--- config.mk ---
export PLATFORM = sky130hd
export DESIGN_NAME = smc_top
export DESIGN_NICKNAME = d
export VERILOG_FILES = /design/src/design/smc_pkg.sv /design/src/design/smc_dec_if.sv /design/src/design/smc_top.sv /design/src/design/smc_sync.sv /design/src/design/smc_opdec.sv
export SDC_FILE = /design/constraint.sdc
export NUM_CORES = 1
export LEC_CHECK = 0
export BUFFER_PORTS_ARGS = -buffer_cell sky130_fd_sc_hd__buf_2
export CAP_MARGIN = 20
export CORE_ASPECT_RATIO = 0.9
export CORE_MARGIN = 2
export CORE_UTILIZATION = 45
export DETAILED_ROUTE_END_ITERATION = 6
export PLACE_DENSITY_LB_ADDON = 0.25
export SLEW_MARGIN = 20
export SYNTH_ARGS = -nofsm -noshare
export SYNTH_HDL_FRONTEND = slang
export SYNTH_SLANG_ARGS = --single-unit
export TNS_END_PERCENT = 20
--- constraint.sdc ---
create_clock -name i_mclk -period 6.4 [get_ports i_mclk]
set_clock_uncertainty 0.15 [all_clocks]
set_input_delay 0.32 -clock i_mclk [delete_from_list [all_inputs] [get_ports i_mclk]]
set_output_delay 0.32 -clock i_mclk [all_outputs]
set_load 0.03 [all_outputs]
--- src/design/smc_pkg.sv ---
/*
  Shared constants and types of the serial memory command and status front end.
  Assumes nothing beyond a SystemVerilog-2012 compiler.
*/
package smc_pkg;

  ////////////////////////////////////////////////////////////////////////////
  // op-codes
  localparam logic [7:0] SMC_OP_SET_WRITE_LATCH   = 8'h06;
  localparam logic [7:0] SMC_OP_CLEAR_WRITE_LATCH = 8'h04;
  localparam logic [7:0] SMC_OP_STATUS_READ       = 8'h05;
  localparam logic [7:0] SMC_OP_STATUS_WRITE      = 8'h01;
  localparam logic [7:0] SMC_OP_ARRAY_READ        = 8'h03;
  localparam logic [7:0] SMC_OP_ARRAY_WRITE       = 8'h02;
  localparam logic [7:0] SMC_OP_FAST_ARRAY_READ   = 8'h0B;
  localparam logic [7:0] SMC_OP_DEVICE_ID_READ    = 8'h9F;
  localparam logic [7:0] SMC_OP_UNIQUE_ID_READ    = 8'h4C;
  localparam logic [7:0] SMC_OP_SERIAL_NUM_WRITE  = 8'hC2;
  localparam logic [7:0] SMC_OP_SERIAL_NUM_READ   = 8'hC3;
  localparam logic [7:0] SMC_OP_SPECIAL_WRITE     = 8'h42;
  localparam logic [7:0] SMC_OP_SPECIAL_READ      = 8'h4B;
  localparam logic [7:0] SMC_OP_FAST_SPECIAL_READ = 8'h49;

  ////////////////////////////////////////////////////////////////////////////
  // status register layout
  localparam int         SMC_BIT_LOCK      = 7;
  localparam int         SMC_BIT_SPARE_HI  = 6;
  localparam int         SMC_BIT_SPARE_LO  = 4;
  localparam int         SMC_BIT_SIZE_HI   = 3;
  localparam int         SMC_BIT_SIZE_LO   = 2;
  localparam int         SMC_BIT_LATCH     = 1;
  localparam int         SMC_BIT_ZERO      = 0;
  localparam logic [7:0] SMC_NV_MASK       = 8'hFC;
  localparam logic       SMC_LATCH_RST     = 1'h0;
  localparam logic [7:0] SMC_NV_RST        = 8'h00;

  ////////////////////////////////////////////////////////////////////////////
  // framing
  localparam int         SMC_OP_BITS       = 8;
  localparam logic [2:0] SMC_CNT_LAST      = 3'h7;
  localparam int         SMC_SYNC_STAGES   = 2;
  // idle pin levels {wp_n, si, sck, cs_n}: deselected and unprotected
  localparam logic [3:0] SMC_PIN_IDLE      = 4'h9;

  typedef enum logic [3:0] {
    SMC_CMD_NONE,
    SMC_CMD_SET_WRITE_LATCH,
    SMC_CMD_CLEAR_WRITE_LATCH,
    SMC_CMD_STATUS_READ,
    SMC_CMD_STATUS_WRITE,
    SMC_CMD_ARRAY_READ,
    SMC_CMD_ARRAY_WRITE,
    SMC_CMD_FAST_ARRAY_READ,
    SMC_CMD_DEVICE_ID_READ,
    SMC_CMD_UNIQUE_ID_READ,
    SMC_CMD_SERIAL_NUM_WRITE,
    SMC_CMD_SERIAL_NUM_READ,
    SMC_CMD_SPECIAL_WRITE,
    SMC_CMD_SPECIAL_READ,
    SMC_CMD_FAST_SPECIAL_READ
  } smc_cmd_t;

endpackage

--- src/design/smc_dec_if.sv ---
/*
  Carrier between the frame engine and the op-code decoder.
  Assumes smc_pkg is compiled first.
*/
interface smc_dec_if;
  import smc_pkg::*;
  logic [7:0] code;
  smc_cmd_t   cmd;
  logic       known;
  modport dec (input code, output cmd, output known);
  modport user (output code, input cmd, input known);
endinterface

--- src/design/smc_top.sv ---
/*
  Serial slave front end: op-code capture and decode, status register,
  write latch, status read and status write data phases.
  Assumes select, serial clock, serial in and protect pin are asynchronous
  pins sampled by i_mclk at well above twice the serial clock rate; the
  nonvolatile image is held outside and presented on i_nv_init at reset.
*/
// Notes on behaviour
// RQ1: works with serial modes zero and three; host picks one.
// RQ2: slave only; select and serial clock are inputs, never driven.
// RQ3: host may join serial in and out onto one shared line.
// RQ4: bit 7 is stored lock enable; with protect pin it gates status writes.
// RQ5: bits 6 to 4 store written values and read back, no function.
// RQ6: bits 3 and 2 store protect size, read and written by status commands.
// RQ7: bit 1 write latch set by set command, cleared by clear command.
// RQ8: status write never changes the write latch bit.
// RQ9: write latch cleared at power-up and on clear command.
// RQ10: write latch stays set after status, serial-number, special-sector writes.
// RQ11: bit 0 always reads zero, no command alters it.
// RQ12: first 8 bits after select falls are decoded; fourteen valid commands.
// RQ13: set latch 06, clear latch 04, status read 05.
// RQ14: status write 01, device id read 9F, unique id read 4C.
// RQ15: array read 03, array write 02, fast array read 0B.
// RQ16: special write 42, special read 4B, fast special read 49.
// RQ17: serial-number write C2, serial-number read C3.
// RQ18: host never sends codes outside the fourteen valid ones; the bench sends five reserved codes to see them ignored.
// RQ19: select rising mid op-code discards it; nothing executes.
// RQ20: select high means standby, output released, other inputs ignored.
// RQ21: input sampled on rising serial clock, output changes on falling.
// RQ22: host sets write latch before any write command; the bench also sends writes with the latch clear, to see them refused.
// RQ23: bit counter clears when select rises; next frame starts fresh.
// RQ24: at power-up stored bits return last values, write latch reads zero.
module smc_top (
  // clock and reset
  input  wire logic               i_mclk,
  input  wire logic               i_rst,
  // serial pins
  input  wire logic               i_cs_n,
  input  wire logic               i_sck,
  input  wire logic               i_si,
  output logic                    o_so,
  output logic                    o_so_oe,
  // protect pin, low protects
  input  wire logic               i_wp_n,
  // nonvolatile image store
  input  wire logic [7:0]         i_nv_init,
  output logic      [7:0]         o_nv_data,
  output logic                    o_nv_store,
  // command report
  output logic                    o_cmd_strobe,
  output logic      [7:0]         o_cmd_code,
  output smc_pkg::smc_cmd_t       o_cmd_kind,
  output logic                    o_cmd_known,
  output logic                    o_cmd_abort,
  // state view
  output logic      [7:0]         o_status,
  output logic                    o_selected,
  output logic                    o_mode3
);
  import smc_pkg::*;

  typedef enum logic [2:0] {
    SMC_ST_IDLE,
    SMC_ST_OPCODE,
    SMC_ST_STAT_RD,
    SMC_ST_STAT_WR,
    SMC_ST_IGNORE
  } smc_state_t;

  ////////////////////////////////////////////////////////////////////////////
  // pin synchronisers
  logic [3:0] pin_q;
  logic [3:0] pin_rise;
  logic [3:0] pin_fall;
  logic       cs_n_s;
  logic       sck_s;
  logic       si_s;
  logic       wp_n_s;
  logic       sck_rise;
  logic       sck_fall;
  logic       cs_rise;
  logic       cs_fall;

  // si and sck share the same latency, so sampled data stays aligned
  smc_sync #(
    .W    (4),
    .IDLE (SMC_PIN_IDLE)
  ) u_sync (
    .i_mclk (i_mclk),
    .i_rst  (i_rst),
    .i_d    ({i_wp_n, i_si, i_sck, i_cs_n}),
    .o_q    (pin_q),
    .o_rise (pin_rise),
    .o_fall (pin_fall)
  );

  assign cs_n_s   = pin_q[0];
  assign sck_s    = pin_q[1];
  assign si_s     = pin_q[2];
  assign wp_n_s   = pin_q[3];
  assign sck_rise = pin_rise[1];
  assign sck_fall = pin_fall[1];
  assign cs_rise  = pin_rise[0];
  assign cs_fall  = pin_fall[0];

  ////////////////////////////////////////////////////////////////////////////
  // frame state
  smc_state_t state_r;
  smc_state_t state_nxt;
  logic [2:0] bit_cnt_r;
  logic [2:0] out_cnt_r;
  logic [7:0] shift_r;
  logic [7:0] rx_byte;
  logic       byte_done;
  logic       active;

  smc_dec_if dec_bus ();

  smc_opdec u_dec (
    .dec (dec_bus)
  );

  assign rx_byte      = {shift_r[6:0], si_s};
  assign dec_bus.code = rx_byte;
  // standby while select is high: every other pin is ignored
  assign active       = !cs_n_s && (state_r != SMC_ST_IDLE); // [RQ20]
  assign byte_done    = active && sck_rise && (bit_cnt_r == SMC_CNT_LAST);

  always_comb begin
    state_nxt = state_r;
    case (state_r)
      SMC_ST_IDLE: begin
        if (!cs_n_s) begin
          state_nxt = SMC_ST_OPCODE; // [RQ12]
        end
      end
      SMC_ST_OPCODE: begin
        if (byte_done) begin
          case (dec_bus.cmd)
            SMC_CMD_STATUS_READ:  state_nxt = SMC_ST_STAT_RD;
            SMC_CMD_STATUS_WRITE: state_nxt = SMC_ST_STAT_WR;
            // data phases of other commands are served elsewhere
            default:              state_nxt = SMC_ST_IGNORE;
          endcase
        end
      end
      SMC_ST_STAT_WR: begin
        if (byte_done) begin
          state_nxt = SMC_ST_IGNORE;
        end
      end
      SMC_ST_STAT_RD: state_nxt = SMC_ST_STAT_RD;
      SMC_ST_IGNORE:  state_nxt = SMC_ST_IGNORE;
      default:        state_nxt = SMC_ST_IDLE;
    endcase
    if (cs_n_s) begin
      state_nxt = SMC_ST_IDLE; // [RQ19] [RQ20]
    end
  end

  always_ff @(posedge i_mclk or posedge i_rst) begin
    if (i_rst) begin
      state_r <= SMC_ST_IDLE;
    end else begin
      state_r <= state_nxt;
    end
  end

  // counter cleared by deselect so a fresh op-code always starts at bit 7
  always_ff @(posedge i_mclk or posedge i_rst) begin
    if (i_rst) begin
      bit_cnt_r <= 3'h0;
      shift_r   <= 8'h00;
    end else if (cs_n_s || state_r == SMC_ST_IDLE) begin
      bit_cnt_r <= 3'h0; // [RQ23]
      shift_r   <= 8'h00;
    end else if (sck_rise) begin
      bit_cnt_r <= bit_cnt_r + 3'h1; // [RQ21]
      shift_r   <= rx_byte;
    end
  end

  // serial clock level at select fall tells mode zero from mode three
  always_ff @(posedge i_mclk or posedge i_rst) begin
    if (i_rst) begin
      o_mode3 <= 1'b0;
    end else if (cs_fall) begin
      o_mode3 <= sck_s; // [RQ1]
    end
  end

  ////////////////////////////////////////////////////////////////////////////
  // command report
  always_ff @(posedge i_mclk or posedge i_rst) begin
    if (i_rst) begin
      o_cmd_strobe <= 1'b0;
      o_cmd_code   <= 8'h00;
      o_cmd_kind   <= SMC_CMD_NONE;
      o_cmd_known  <= 1'b0;
    end else begin
      o_cmd_strobe <= 1'b0;
      if (byte_done && state_r == SMC_ST_OPCODE) begin
        o_cmd_strobe <= 1'b1; // [RQ12]
        o_cmd_code   <= rx_byte;
        o_cmd_kind   <= dec_bus.cmd;
        o_cmd_known  <= dec_bus.known;
      end
    end
  end

  // partial op-code: flag it, execute nothing
  always_ff @(posedge i_mclk or posedge i_rst) begin
    if (i_rst) begin
      o_cmd_abort <= 1'b0;
    end else begin
      o_cmd_abort <= cs_rise && (state_r == SMC_ST_OPCODE) && (bit_cnt_r != 3'h0); // [RQ19]
    end
  end

  ////////////////////////////////////////////////////////////////////////////
  // status register
  logic       lock_r;
  logic [2:0] spare_r;
  logic [1:0] size_r;
  logic       write_latch_r;
  logic       restore_r;
  logic       wr_allowed;
  logic       stat_wr_hit;
  logic [7:0] status_view;

  // a set lock bit with the protect pin low refuses status writes
  assign wr_allowed  = write_latch_r && !(lock_r && !wp_n_s); // [RQ4]
  assign stat_wr_hit = byte_done && (state_r == SMC_ST_STAT_WR) && wr_allowed;

  always_comb begin
    status_view                                 = 8'h00;
    status_view[SMC_BIT_LOCK]                   = lock_r;        // [RQ4]
    status_view[SMC_BIT_SPARE_HI:SMC_BIT_SPARE_LO] = spare_r;    // [RQ5]
    status_view[SMC_BIT_SIZE_HI:SMC_BIT_SIZE_LO]   = size_r;     // [RQ6]
    status_view[SMC_BIT_LATCH]                  = write_latch_r; // [RQ7]
    status_view[SMC_BIT_ZERO]                   = 1'b0;          // [RQ11]
  end

  // stored bits have no value of their own at reset; restore runs once after release
  always_ff @(posedge i_mclk or posedge i_rst) begin
    if (i_rst) begin
      restore_r <= 1'b1;
      lock_r    <= SMC_NV_RST[SMC_BIT_LOCK];
      spare_r   <= SMC_NV_RST[SMC_BIT_SPARE_HI:SMC_BIT_SPARE_LO];
      size_r    <= SMC_NV_RST[SMC_BIT_SIZE_HI:SMC_BIT_SIZE_LO];
    end else if (restore_r) begin
      restore_r <= 1'b0;
      lock_r    <= i_nv_init[SMC_BIT_LOCK]; // [RQ24]
      spare_r   <= i_nv_init[SMC_BIT_SPARE_HI:SMC_BIT_SPARE_LO];
      size_r    <= i_nv_init[SMC_BIT_SIZE_HI:SMC_BIT_SIZE_LO];
    end else if (stat_wr_hit) begin
      lock_r    <= rx_byte[SMC_BIT_LOCK];                        // [RQ4]
      spare_r   <= rx_byte[SMC_BIT_SPARE_HI:SMC_BIT_SPARE_LO];   // [RQ5]
      size_r    <= rx_byte[SMC_BIT_SIZE_HI:SMC_BIT_SIZE_LO];     // [RQ6]
    end
  end

  // latch bit of the written byte is dropped; writes leave the latch set
  always_ff @(posedge i_mclk or posedge i_rst) begin
    if (i_rst) begin
      write_latch_r <= SMC_LATCH_RST; // [RQ9] [RQ24]
    end else if (byte_done && state_r == SMC_ST_OPCODE) begin
      if (dec_bus.cmd == SMC_CMD_SET_WRITE_LATCH) begin
        write_latch_r <= 1'b1; // [RQ7]
      end else if (dec_bus.cmd == SMC_CMD_CLEAR_WRITE_LATCH) begin
        write_latch_r <= 1'b0; // [RQ9]
      end
      // status, serial-number and special writes keep it as it is [RQ10]
    end
    // status write data never reaches this flop [RQ8]
  end

  always_ff @(posedge i_mclk or posedge i_rst) begin
    if (i_rst) begin
      o_nv_store <= 1'b0;
      o_nv_data  <= SMC_NV_RST;
    end else begin
      o_nv_store <= stat_wr_hit;
      if (stat_wr_hit) begin
        o_nv_data <= rx_byte & SMC_NV_MASK; // [RQ8] [RQ11]
      end
    end
  end

  assign o_status   = status_view;
  assign o_selected = active;

  ////////////////////////////////////////////////////////////////////////////
  // serial output
  // repeated status bytes follow as long as clocks keep coming
  always_ff @(posedge i_mclk or posedge i_rst) begin
    if (i_rst) begin
      o_so      <= 1'b0;
      out_cnt_r <= 3'h0;
    end else if (state_r != SMC_ST_STAT_RD || cs_n_s) begin
      o_so      <= 1'b0;
      out_cnt_r <= 3'h0;
    end else if (sck_fall) begin
      o_so      <= status_view[3'h7 - out_cnt_r]; // [RQ21]
      out_cnt_r <= out_cnt_r + 3'h1;
    end
  end

  // released unless a status read is running; lets the host share the line
  assign o_so_oe = active && (state_r == SMC_ST_STAT_RD); // [RQ20] [RQ3]

  // select and serial clock are inputs only, so many slaves share one host [RQ2]

endmodule

--- src/design/smc_sync.sv ---
/*
  Two-flop synchroniser with edge detection, one lane per bit.
  Assumes inputs are asynchronous to i_mclk.
*/
module smc_sync #(
  parameter int           W    = 1,
  // reset to the pin's idle level so no false edge follows reset
  parameter logic [W-1:0] IDLE = '0
) (
  // clock and reset
  input  wire logic         i_mclk,
  input  wire logic         i_rst,
  // async input
  input  wire logic [W-1:0] i_d,
  // synchronised outputs
  output logic      [W-1:0] o_q,
  output logic      [W-1:0] o_rise,
  output logic      [W-1:0] o_fall
);
  import smc_pkg::*;

  logic [W-1:0] meta_r;
  logic [W-1:0] sync_r;
  logic [W-1:0] prev_r;

  if (W < 1) begin : g_width_check
    $error("smc_sync: width must be at least one");
  end

  // meta_r is read only by sync_r
  always_ff @(posedge i_mclk or posedge i_rst) begin
    if (i_rst) begin
      meta_r <= IDLE;
      sync_r <= IDLE;
      prev_r <= IDLE;
    end else begin
      meta_r <= i_d;
      sync_r <= meta_r;
      prev_r <= sync_r;
    end
  end

  assign o_q    = sync_r;
  assign o_rise = sync_r & ~prev_r;
  assign o_fall = ~sync_r & prev_r;
endmodule

--- src/design/smc_opdec.sv ---
/*
  Op-code decoder: maps a received byte to a command kind.
  Assumes the byte is complete when read; purely combinational.
*/
module smc_opdec (
  // decode port
  smc_dec_if.dec dec
);
  import smc_pkg::*;

  always_comb begin
    dec.known = 1'b1;
    case (dec.code)
      SMC_OP_SET_WRITE_LATCH:   dec.cmd = SMC_CMD_SET_WRITE_LATCH;   // [RQ13]
      SMC_OP_CLEAR_WRITE_LATCH: dec.cmd = SMC_CMD_CLEAR_WRITE_LATCH; // [RQ13]
      SMC_OP_STATUS_READ:       dec.cmd = SMC_CMD_STATUS_READ;       // [RQ13]
      SMC_OP_STATUS_WRITE:      dec.cmd = SMC_CMD_STATUS_WRITE;      // [RQ14]
      SMC_OP_DEVICE_ID_READ:    dec.cmd = SMC_CMD_DEVICE_ID_READ;    // [RQ14]
      SMC_OP_UNIQUE_ID_READ:    dec.cmd = SMC_CMD_UNIQUE_ID_READ;    // [RQ14]
      SMC_OP_ARRAY_READ:        dec.cmd = SMC_CMD_ARRAY_READ;        // [RQ15]
      SMC_OP_ARRAY_WRITE:       dec.cmd = SMC_CMD_ARRAY_WRITE;       // [RQ15]
      SMC_OP_FAST_ARRAY_READ:   dec.cmd = SMC_CMD_FAST_ARRAY_READ;   // [RQ15]
      SMC_OP_SPECIAL_WRITE:     dec.cmd = SMC_CMD_SPECIAL_WRITE;     // [RQ16]
      SMC_OP_SPECIAL_READ:      dec.cmd = SMC_CMD_SPECIAL_READ;      // [RQ16]
      SMC_OP_FAST_SPECIAL_READ: dec.cmd = SMC_CMD_FAST_SPECIAL_READ; // [RQ16]
      SMC_OP_SERIAL_NUM_WRITE:  dec.cmd = SMC_CMD_SERIAL_NUM_WRITE;  // [RQ17]
      SMC_OP_SERIAL_NUM_READ:   dec.cmd = SMC_CMD_SERIAL_NUM_READ;   // [RQ17]
      default: begin
        // reserved codes execute nothing
        dec.cmd   = SMC_CMD_NONE; // [RQ12]
        dec.known = 1'b0;
      end
    endcase
  end
endmodule

# Word-level counts from Yosys, hierarchy flattened
# Index checks and enable logic that the tools add are counted.
[op_classes]
n_addsub = 3
multipliers = 0
div = 0
n_lt_le_gt_ge = 1
n_eq_ne = 26
shifts = 0
muxes = 26
bitwise = 4
reduce_logical = 26
[ops]
columns = ["cell", "count"]
rows = [
  ["4-bit one-hot mux with 14 select lines", 1],
  ["8-bit by 7-bit equality test with 1-bit output (second input constant)", 4],
  ["3-bit 2-to-1 mux", 9],
  ["8-bit by 3-bit equality test with 1-bit output (second input constant)", 3],
  ["8-bit equality test (second input constant)", 3],
  ["8-bit by 2-bit equality test with 1-bit output (second input constant)", 2],
  ["3-bit one-hot mux with 5 select lines", 1],
  ["7-bit 2-to-1 mux", 2],
  ["14-bit OR reduction", 1],
  ["1-bit logical AND", 11],
  ["1-bit 2-to-1 mux", 9],
  ["3-bit by 2-bit inequality test with 1-bit output (second input constant)", 3],
  ["4-bit by 2-bit equality test with 1-bit output (second input constant)", 2],
  ["8-bit by 1-bit equality test with 1-bit output (second input constant)", 1],
  ["8-bit by 4-bit equality test with 1-bit output (second input constant)", 1],
  ["2-bit nonzero test", 4],
  ["3-bit by 1-bit adder with 3-bit output (second input constant)", 2],
  ["3-bit by 2-bit equality test with 1-bit output (second input constant)", 2],
  ["3-bit equality test (second input constant)", 2],
  ["3-bit one-hot mux with 2 select lines", 1],
  ["3-bit nonzero test", 2],
  ["2-bit bitwise AND", 2],
  ["4-bit by 1-bit equality test with 1-bit output (second input constant)", 1],
  ["4-bit by 3-bit equality test with 1-bit output (second input constant)", 1],
  ["other kinds (10)", 16],
]
[totals]
ff_bits = 58
latchBits = 0
ramBits = 0
romBits = 0
out_inout_bits = 36
n_memories = 0

# Logic depth before layout (Yosys ltp)
# Gate-level depths: netlist of the first run.
[logic_depth]
depth_word = 8
ltp_mapped = 9

# By module
# Synthesis of the first run repeated with hierarchy kept, for this count alone.
[unflattened]
hier_cells = 244
area_unflattened_um2 = 2911.5
[by_module_without_submodules]
columns = ["module", "instances", "cells_each", "area_per_inst_um2", "seq_area_each_um2"]
rows = [
  ["smc_top", 1, 172, 2193.4, 1202.4],
  ["smc_sync", 1, 21, 381.6, 307.8],
  ["smc_opdec", 1, 51, 336.6, 0.0],
]

# Worst setup path before layout of the first run
# Ideal clock, no wire load.
[synth_path]
path_kind = "reg2reg"
startpoint = "reg bit_cnt_r[0]"
endpoint = "reg o_nv_data[2]"
arrival_ps = 1822
required_ps = 6125
slack_ps = 4303
stages_incl_launch_ff = 9
n_path_buf = 2
path_cell_list = "dfrtp_1 ha_1 ha_1 and4bb_1 nand2_2 or3_1 buf_6 buf_12 mux2_4"
[synth_via]
elab_chain_cells = 4
[synth_lines]
columns = ["item", "line", "rtl"]
rows = [
  ["start, declared", "smc_top.sv:110", "logic [2:0] bit_cnt_r;"],
  ["start signal, assigned", "smc_top.sv:178", "bit_cnt_r <= bit_cnt_r + 3'h1;"],
  ["3-bit equality test", "smc_top.sv:127", "assign byte_done = active && sck_rise && (bit_cnt_r == SMC_CNT_LAST);"],
  ["1-bit logical AND", "smc_top.sv:127", ""],
  ["1-bit logical AND (2 in series)", "smc_top.sv:233", "assign stat_wr_hit = byte_done && (state_r == SMC_ST_STAT_WR) && wr_allowed;"],
  ["end signal, assigned", "smc_top.sv:285", "o_nv_data <= rx_byte & SMC_NV_MASK;"],
  ["end, declared", "smc_top.sv:47", "output logic [7:0] o_nv_data,"],
]
# Every way passes these cells.
# A chain may end at the register's enable or synchronous reset.

# Final worst setup path of the first run
[layout_path]
startpoint = "reg bit_cnt_r[1]"
endpoint = "reg o_cmd_kind[1]"
[layout_via]
elab_chain_cells = 3
[layout_lines]
columns = ["item", "line", "rtl"]
rows = [
  ["3-bit equality test", "smc_top.sv:127", ""],
  ["1-bit logical AND", "smc_top.sv:127", ""],
  ["1-bit logical AND", "smc_top.sv:202", "if (byte_done && state_r == SMC_ST_OPCODE) begin"],
  ["end signal, assigned", "smc_top.sv:205", "o_cmd_kind <= dec_bus.cmd;"],
  ["end, declared", "smc_top.sv:52", "output smc_pkg::smc_cmd_t o_cmd_kind,"],
]
# Every way passes these cells.

==> flow_metrics.py, run 1 <==
metrics = {
    "floorplanning": {
        "dieHeight_um": 76.9,
        "io-pin-count": 50,
        "fp-row-count": 26,
        "die_w_um": 85.0,
        "die_area_um2": 6540,
        "core_area_um2": 5690,
        "start_util_pct": 46.7,
    },
    "finish": {
        "layout.cells.non_filler": 377,
        "antennaDiodeCount": 0,
        "fillerInstances": 522,
        "drive_gt1_share_pct": 26.4,
        "syn_to_final_growth_pct": 16.0,
        "final_common_cell": "nand2_1",
        "final_cell_mix": "nand2_1, dfrtp_1, buf_2, a21oi_1",
        "finalNetCount": 320,
    },
    "routing": {
        "routed_via_density": 5.21,
        "ant_nets": 0,
        "vias": 1964,
        "wl_per_cell_um": 13.9,
        "drc": 0,
        "dr.pass1.iters": 4,
        "drt_iter0_drc": 94,
        "routed_wl_um": 5240,
    },
    "power": {
        "ir_worst_vdd_uv": 142,
        "p_sw_uw": 190,
        "power_uw": 733,
        "cellPowerDensity_nw_per_um2": 238,
        "pwr-share-clk_pct": 40.9,
        "switching_share_pct": 25.9,
        "p_seq_share_pct": 52.7,
        "p_leak_uw": 0.00156,
        "power_frac_comb_pct": 6.5,
        "power.internal_uw": 543,
    },
    "setup_path": {
        "critPathArrivalTime_ns": 2.71,
        "worstSetupEndpointType": "flop",
        "r2r_slack_ns": 3.76,
        "cp.required_ns": 6.47,
        "crit_start": "bit_cnt_r[1]",
        "crit_fanout": 14,
        "worstSetupStartpointType": "flop",
        "worstSetupEndpoint": "o_cmd_kind[1]",
        "r2r-start": "bit_cnt_r[1]",
        "worstRegToRegCells": 6,
        "r2r_end": "o_cmd_kind[1]",
        "crit_type": "flop to flop",
    },
    "sta": {
        "period_minus_slack_ns": 2.64,
        "finalSetupViolCount": 0,
        "rsz0062_at_grt": "no",
        "period_share_pct": 41.2,
        "final_hold_viol_count": 0,
        "maxSlewHeadroom_pct": 51.3,
        "tightest_slew_ns": 0.730,
        "fin_setup_tns_ns": 0,
        "final.setup.worst_slack_ns": 3.76,
        "drv_slew": 0,
        "fmax_ghz": 0.379,
    },
    "run_status": {
        "status": "complete, no violations",
    },
    "cts": {
        "cts_buffer_depth": 2,
        "clkTransAtPathRegs_ns": 0.07,
        "cts_tree": "yes",
        "htreeDepth": 3,
        "clock-sinks": 58,
        "cts_buffers": 9,
        "clk_root_buffer_cell": "clkbuf_8",
        "hold_buffers": 4,
        "cts_resized": 0,
        "clk-insertion-delay-late_ns": 0.33,
        "post-cts-setup-buffers": 0,
    },
    "synthesis": {
        "ys_ff_latch": 58,
        "ys_seq_area_share_pct": 54.8,
        "syn-mean-instance-area_um2": 10.3,
        "netlist_instances": 259,
        "ys_types": 45,
        "synth_warnings": 0,
        "netlist_area_um2": 2660,
        "synth-edff-count": 0,
        "synth-async-reset-ratio_pct": 100,
        "synth_flop_cell": "dfrtp_1",
    },
    "global_route": {
        "first_global_vias": 1846,
        "grt_max_degree": 59,
        "antenna_found_initial": 0,
        "grt_usage_pct": 17.7,
        "grt_util_met1_pct": 23.4,
        "grtUsageMet3_pct": 7.64,
        "busiest_layer": "met2",
        "overflow": 0,
        "met2_usage_pct": 26.1,
        "grt_pass1_wl_um": 9000,
    },
    "flow_run": {
        "max_cap_violations": 0,
    },
    "placed_design": {
        "dpl.cell_count": 357,
        "dp_slack_ns": 3.74,
        "io_buffers": 44,
        "dp_hpwl_um": 3420,
        "finalWeightedCongestion": 0.762,
    },
    "worst_hold_path": {
        "hold_class": "input pin to asynchronous set/reset pin",
    },
}
-- how the worst min path moves through the flow --
stage,from,to,slack [ns]
detailed placement,u_sync.meta_r[2],u_sync.o_q[2],0.19
global route,i_nv_init[3],size_r[1],0.02
finish,i_rst,o_cmd_abort,0.04
CTS,i_nv_init[3],size_r[1],0.02
floorplan,i_cs_n,u_sync.meta_r[0],0.17
global placement,u_sync.meta_r[1],u_sync.o_q[1],0.18
-- kinds of logic (layout without fill, tap and decap cells) --
kind of cell | count (synthesis) | count (layout) | share of synthesized area, %
and+or+nand+nor | 105 | 105 | 18.8
DFF | 58 | 58 | 54.8
AOI/OAI and AO/OA | 39 | 39 | 9.08
buffers and inverters | 30 | 75 | 5.88
muxes | 18 | 18 | 8.09
adders and majority gates | 4 | 4 | 1.88
xor gates and xnor gates | 4 | 4 | 1.32
other | 1 | 4 | 0.141
-- per-stage QoR --
stage / hold slack [ns] / utilization, % / cell area [µm²]
2_1_floorplan: 0.174 / - / 2670
3_3_place_gp: 0.183 / 50.4 / 2870
3_5_place_dp: 0.187 / 50.4 / 2870
4_1_cts: 0.0238 / 54.2 / 3090
5_1_grt: 0.0229 / 54.2 / 3090
6_report: 0.0396 / 54.2 / 3090
-- sequential cells by signal, indices dropped and copies added (netlist names), 2 cells and up --
name	cells
out_cnt_r	3
o_nv_data	6
bit_cnt_r	3
u_sync.o_q	4
o_cmd_kind	4
u_sync.prev_r	2
size_r	2
spare_r	3
state_r	3
u_sync.meta_r	4
o_cmd_code	8
shift_r	7
-- synthesized netlist by cell type, types with 3 or more instances --
master    instances  area, µm²
a21oi_1          15       75.1
a22oi_1           3       22.5
buf_1             3       11.3
buf_4             5       37.5
clkbuf_1          9       33.8
dfrtp_1          52       1300
dfstp_2           6        158
ha_1              4       50.1
inv_1            10       37.5
mux2_2            6       67.6
mux2_4            3       45.0
mux2i_1           8       80.1
nand2_1          58        218
nand2b_1          4       25.0
nand3_1           4       20.0
nor2_1            9       33.8
nor2b_1           5       31.3
nor3_1            9       45.0
o21ai_0          10       50.1
or3_1             3       18.8
-- power groups by stage --
stage	Clock (µW)	Combinational [µW]	Sequential, µW
after global placement	0	46.1	393
after detailed placement	0	46.5	393
after CTS	311	48.5	386
final	300	47.6	386
after global routing	331	53.1	388
after floorplan	0	29.4	397
-- routing by layer --
| metal | vias up | share of wire, % |
|---|---|---|
| li1 | 961 | - |
| met1 | 943 | 48 |
| met2 | 58 | 45 |
| met3 | 2 | 5.9 |
| met4 | 0 | 0.46 |
| met5 | - | 0 |
-- area by class of cell --
class,count,area [µm²],area share (%)
multi-input cells,174,1060,34.2
well taps,70,87.6,2.84
flip-flops and latches,58,1460,47.3
repair buffers,49,268,8.67
clock inverters,6,41.3,1.34
clock buffers,10,138,4.46
inverters,10,37.5,1.22
-- worst max-delay path, stage by stage, from the launching register on --
cell and delay [ns]:
dfrtp_1 0.37, ha_1 0.16, ha_1 0.16, and4bb_1 0.23, nand4_1 0.51, inv_1 0.55
mux2_2 0.39
(Power assumes the default switching activity.)
==> run 2: changes to the inputs <==
Clock period 6.4 ns to 2.3 ns, I/O delays scaled along.
==> flow_metrics.py, run 2 (synthesis results as in run 1) <==
metrics = {
    "run_status": {
        "status": "complete, no violations",
    },
    "setup_path": {
        "r2r-start": "bit_cnt_r[0]",
        "crit_type": "flop to flop",
        "cp.required_ns": 2.37,
        "crit_fanout": 13,
        "critPathArrivalTime_ns": 2.20,
        "worstRegToRegCells": 7,
        "r2r_end": "o_nv_data[3]",
        "r2r_slack_ns": 0.17,
        "worstSetupEndpointType": "flop",
        "worstSetupStartpointType": "flop",
    },
    "routing": {
        "drt_iter0_drc": 114,
        "drc": 0,
        "wl_per_cell_um": 13.9,
        "ant_nets": 0,
        "routed_wl_um": 5470,
        "vias": 2033,
        "dr.pass1.iters": 4,
        "routed_via_density": 5.17,
    },
    "floorplanning": {
        "core_area_um2": 5690,
        "dieHeight_um": 76.9,
        "die_w_um": 85.0,
        "die_area_um2": 6540,
        "start_util_pct": 46.7,
        "fp-row-count": 26,
        "io-pin-count": 50,
    },
    "cts": {
        "htreeDepth": 3,
        "cts_tree": "yes",
        "clkTransAtPathRegs_ns": 0.07,
        "post-cts-setup-buffers": 0,
        "clk_root_buffer_cell": "clkbuf_8",
        "clock-sinks": 58,
        "cts_buffer_depth": 2,
        "cts_buffers": 9,
        "clk-insertion-delay-late_ns": 0.33,
    },
    "placed_design": {
        "dp_hpwl_um": 3690,
        "io_buffers": 44,
        "finalWeightedCongestion": 0.780,
    },
    "power": {
        "power.internal_uw": 1770,
        "p_leak_uw": 0.00167,
        "ir_worst_vdd_uv": 432,
        "cellPowerDensity_nw_per_um2": 698,
        "p_seq_share_pct": 47.0,
        "p_sw_uw": 514,
        "switching_share_pct": 22.5,
        "pwr-share-clk_pct": 46.6,
        "power_frac_comb_pct": 6.4,
    },
    "sta": {
        "final_hold_viol_count": 0,
        "tightest_slew_ns": 0.589,
        "finalSetupViolCount": 0,
        "period_share_pct": 92.7,
        "rsz0062_at_grt": "no",
        "finalHoldWorstSlack_ns": 0.199,
        "maxSlewHeadroom_pct": 60.6,
        "fmax_ghz": 0.469,
        "drv_slew": 0,
        "period_minus_slack_ns": 2.13,
        "fin_setup_tns_ns": 0,
    },
    "finish": {
        "final_common_cell": "nand2_1",
        "ff_latch_area_um2": 1460,
        "antennaDiodeCount": 0,
        "utilization_pct": 57.5,
        "drive_gt1_share_pct": 27.6,
        "fillerInstances": 485,
        "multi_input_area_um2": 1060,
        "final_cell_mix": "nand2_1, dfrtp_1, buf_2, a21oi_1",
        "largest_register_ffs": 8,
        "syn_to_final_growth_pct": 23.1,
        "largest-register": "o_cmd_code",
        "finalNetCount": 336,
        "top_regs": "o_cmd_code x8, shift_r x7, o_nv_data x6",
    },
    "worst_hold_path": {
        "hold_class": "flop to flop",
        "hp-start": "u_sync.meta_r[1]",
        "hold-path-cell-count": 0,
        "whs_endpoint": "u_sync.o_q[1]",
    },
    "global_route": {
        "overflow": 0,
        "antenna_found_initial": 0,
        "first_global_vias": 1967,
        "grt_usage_pct": 18.4,
        "grt_pass1_wl_um": 9310,
        "grt_max_degree": 30,
    },
    "flow_run": {
        "max_cap_violations": 0,
    },
}
[run 2: timing repair]
item / CTS / global route
hold endpoints to repair: 36 / 0
gates resized for setup: 0 / 0
hold buffers: 11 / 0
[run 2: stage by stage]
stage                     cells  area [µm²]  power [µW]  setup slack (ns)
after detailed placement    366        2940        1230             0.160
after floorplan             262        2670        1190             0.203
after global routing        393        3270        2380            0.0138
after CTS                   393        3270        2320             0.146
after global placement      366        2940        1220             0.209
final                       393        3270        2290             0.167
[run 2: worst max-delay path: stages, from the launching register on]
cell and delay [ns]:
dfrtp_1 0.37, ha_1 0.16, ha_1 0.15, and4bb_1 0.24, nand2_2 0.09, or3_1 0.35
buf_4 0.21, mux2_4 0.30
[run 2: how the worst max path moves through the flow]
stage / start / to
2_1_floorplan: bit_cnt_r[0] / o_nv_data[2]
3_3_place_gp: bit_cnt_r[0] / o_nv_data[4]
3_5_place_dp: bit_cnt_r[0] / o_nv_data[4]
4_1_cts: bit_cnt_r[0] / o_nv_data[2]
5_1_grt: bit_cnt_r[0] / spare_r[1]
6_report: bit_cnt_r[0] / o_nv_data[3]
[run 2: metal layers]
| layer | wire, µm | GRT usage (%) | vias to the layer above |
|---|---|---|---|
| met2 | 2570 | 28.7 | 71 |
| met4 | 56 | 6.67 | 0 |
| met5 | 0 | 0 | - |
| li1 | - | - | 990 |
| met1 | 2540 | 23.5 | 965 |
| met3 | 306 | 6.78 | 7 |
[run 2: final cells by class]
class / count / share of cell area (%)
clock buffer: 12 / 4.74
clock inverter: 4 / 2.25
inverter: 10 / 1.15
multi-input combinational: 174 / 32.3
sequential: 58 / 44.6
tap: 70 / 2.67
timing repair buffer: 65 / 12.4
[run 2: power groups by stage]
stage                     clock (µW)  sequential [µW]  combinational, µW
after global routing            1140             1080                161
after floorplan                    0             1100               81.9
after CTS                       1090             1080                148
after global placement             0             1090                132
final                           1070             1080                146
after detailed placement           0             1090                133
==> run 3: changes to the inputs <==
--- a/config.mk
+++ b/config.mk
@@ -9,5 +9,7 @@
 export CAP_MARGIN = 20
+export CELL_PAD_IN_SITES_DETAIL_PLACEMENT = 1
+export CELL_PAD_IN_SITES_GLOBAL_PLACEMENT = 2
 export CORE_ASPECT_RATIO = 0.9
 export CORE_MARGIN = 2
-export CORE_UTILIZATION = 45
+export CORE_UTILIZATION = 31
 export DETAILED_ROUTE_END_ITERATION = 6
--- a/constraint.sdc
+++ b/constraint.sdc
@@ -4,2 +4,2 @@
 set_output_delay 0.115 -clock i_mclk [all_outputs]
-set_load 0.03 [all_outputs]
+set_load 0.05 [all_outputs]
==> flow_metrics.py, run 3 (synthesis results as in run 1) <==
metrics = {
    "run_status": {
        "status": "complete, no violations",
    },
    "setup_path": {
        "r2r_end": "o_nv_data[2]",
        "cp.required_ns": 2.04,
        "crit_path_cell_trace": "inv_1, or4_1, inv_1, buf_2",
        "cpMostUsedCell": "inv_1",
        "r2r-start": "bit_cnt_r[0]",
        "worstSetupStartpointType": "flop",
        "crit_slowest_cell": "or4_1",
        "cpLargestDelayFamily": "simple AND/OR/NAND/NOR gates",
        "critPathArrivalTime_ns": 1.88,
        "cp_slowest_stage_delay_ns": 0.64,
        "critPathBufInv": 3,
        "r2r_slack_ns": 0.17,
        "worstSetupEndpointType": "primary output",
        "worstRegToRegCells": 7,
        "crit_fanout": 7,
        "crit_type": "flop to primary output",
    },
    "global_route": {
        "first_global_vias": 2132,
        "grt_max_degree": 59,
        "overflow": 0,
        "grt_usage_pct": 15.6,
        "grt_pass1_wl_um": 11200,
        "antenna_found_initial": 0,
    },
    "worst_hold_path": {
        "hp-start": "u_sync.meta_r[2]",
        "whs_endpoint": "u_sync.o_q[2]",
        "hold-path-cell-count": 0,
        "hold_class": "flop to flop",
    },
    "routing": {
        "routed_wl_um": 6530,
        "wl_per_cell_um": 14.7,
        "drc": 0,
        "routed_via_density": 4.64,
        "drt_iter0_drc": 77,
        "vias": 2061,
        "dr.pass1.iters": 4,
        "ant_nets": 0,
    },
    "cts": {
        "post-cts-setup-buffers": 0,
        "clock-sinks": 58,
        "clkTransAtPathRegs_ns": 0.07,
        "cts_buffer_depth": 2,
        "clk_root_buffer_cell": "clkbuf_8",
        "htreeDepth": 3,
        "cts_buffers": 9,
        "clk-insertion-delay-late_ns": 0.33,
        "cts_tree": "yes",
    },
    "floorplanning": {
        "core_area_um2": 8450,
        "die_w_um": 102,
        "fp-row-count": 32,
        "start_util_pct": 31.5,
        "dieHeight_um": 91.9,
        "die_area_um2": 9340,
        "io-pin-count": 50,
    },
    "sta": {
        "drv_slew": 0,
        "rsz0062_at_grt": "no",
        "final_hold_viol_count": 0,
        "maxSlewHeadroom_pct": 49.4,
        "fin_setup_tns_ns": 0,
        "period_minus_slack_ns": 2.14,
        "tightest_slew_ns": 0.758,
        "fmax_ghz": 0.467,
        "period_share_pct": 93.1,
        "finalSetupViolCount": 0,
    },
    "placed_design": {
        "finalWeightedCongestion": 0.788,
        "dp_hpwl_um": 4470,
        "dpl.cell_count": 417,
        "io_buffers": 44,
    },
    "finish": {
        "finalNetCount": 338,
        "antennaDiodeCount": 0,
        "final_cell_mix": "nand2_1, dfrtp_1, buf_2, a21oi_1, buf_4",
        "drive_gt1_share_pct": 28.0,
        "syn_to_final_growth_pct": 24.4,
        "layout.cells.non_filler": 444,
        "top_regs": "o_cmd_code x8, shift_r x7, o_nv_data x6",
        "largest-register": "o_cmd_code",
        "largest_register_ffs": 8,
        "final_common_cell": "nand2_1",
    },
    "power": {
        "cellPowerDensity_nw_per_um2": 649,
        "power.internal_uw": 1600,
        "pwr-share-clk_pct": 41.9,
        "power_uw": 2150,
        "power_frac_comb_pct": 8.0,
        "switching_share_pct": 25.5,
        "ir_worst_vdd_uv": 279,
        "p_sw_uw": 548,
        "p_seq_share_pct": 50.1,
        "p_leak_uw": 0.00165,
    },
    "flow_run": {
        "max_cap_violations": 0,
    },
}
[run 3: worst max path at each step]
stage                   endpoint          from  slack [ns]  cells past startpoint
global placement    o_nv_data[3]  bit_cnt_r[0]        0.17                      7
detailed placement  o_nv_data[2]  bit_cnt_r[0]        0.16                      7
global route          state_r[0]    shift_r[6]       0.002                      5
CTS                      o_so_oe    state_r[1]        0.14                      4
finish                   o_so_oe    state_r[1]        0.16                      4
floorplan           o_nv_data[2]  bit_cnt_r[0]        0.20                      8
[run 3: layer usage]
metal  track usage [%]  part of all wire [%]  vias up  routed length (µm)
li1                  -                     -      996                   -
met1              22.3                    49     1015                3200
met2              23.2                    46       39                3000
met3              2.74                   3.2       11                 207
met4              6.08                   1.8        0                 119
met5                 0                     0        -                   0
[run 3: power by group through the flow]
stage	Clock, µW	Sequential, µW	Combinational, µW
final	901	1080	172
after global routing	986	1080	190
after CTS	931	1080	175
after detailed placement	0	1100	160
after global placement	0	1090	158
after floorplan	0	1120	90.3
[run 3: layout make-up]
| type | count | area [µm²] |
|---|---|---|
| multi-input cells | 174 | 1060 |
| repair buffers | 67 | 420 |
| flip-flops and latches | 58 | 1460 |
| clock buffers | 11 | 131 |
| well taps | 119 | 149 |
| clock inverters | 5 | 55.1 |
| inverters | 10 | 37.5 |
| fillers | 959 | 5140 |
[run 3: stage by stage]
| stage | setup WS (ns) | util, % | instance area (µm²) | hold slack (ns) |
|---|---|---|---|---|
| finish | 0.159 | 39.2 | 3310 | 0.201 |
| global route | 0.00245 | 39.2 | 3310 | 0.210 |
| CTS | 0.135 | 39.2 | 3310 | 0.202 |
| detailed placement | 0.157 | 35.6 | 3010 | 0.0718 |
| global placement | 0.175 | 35.6 | 3010 | 0.0699 |
| floorplan | 0.203 | - | 2670 | -0.0305 |
[run 3: what timing repair did]
item	CTS	global route
gates resized for setup	0	1
endpoints found under the hold margin	62	0
hold buffers	11	0
setup endpoints to repair	0	1
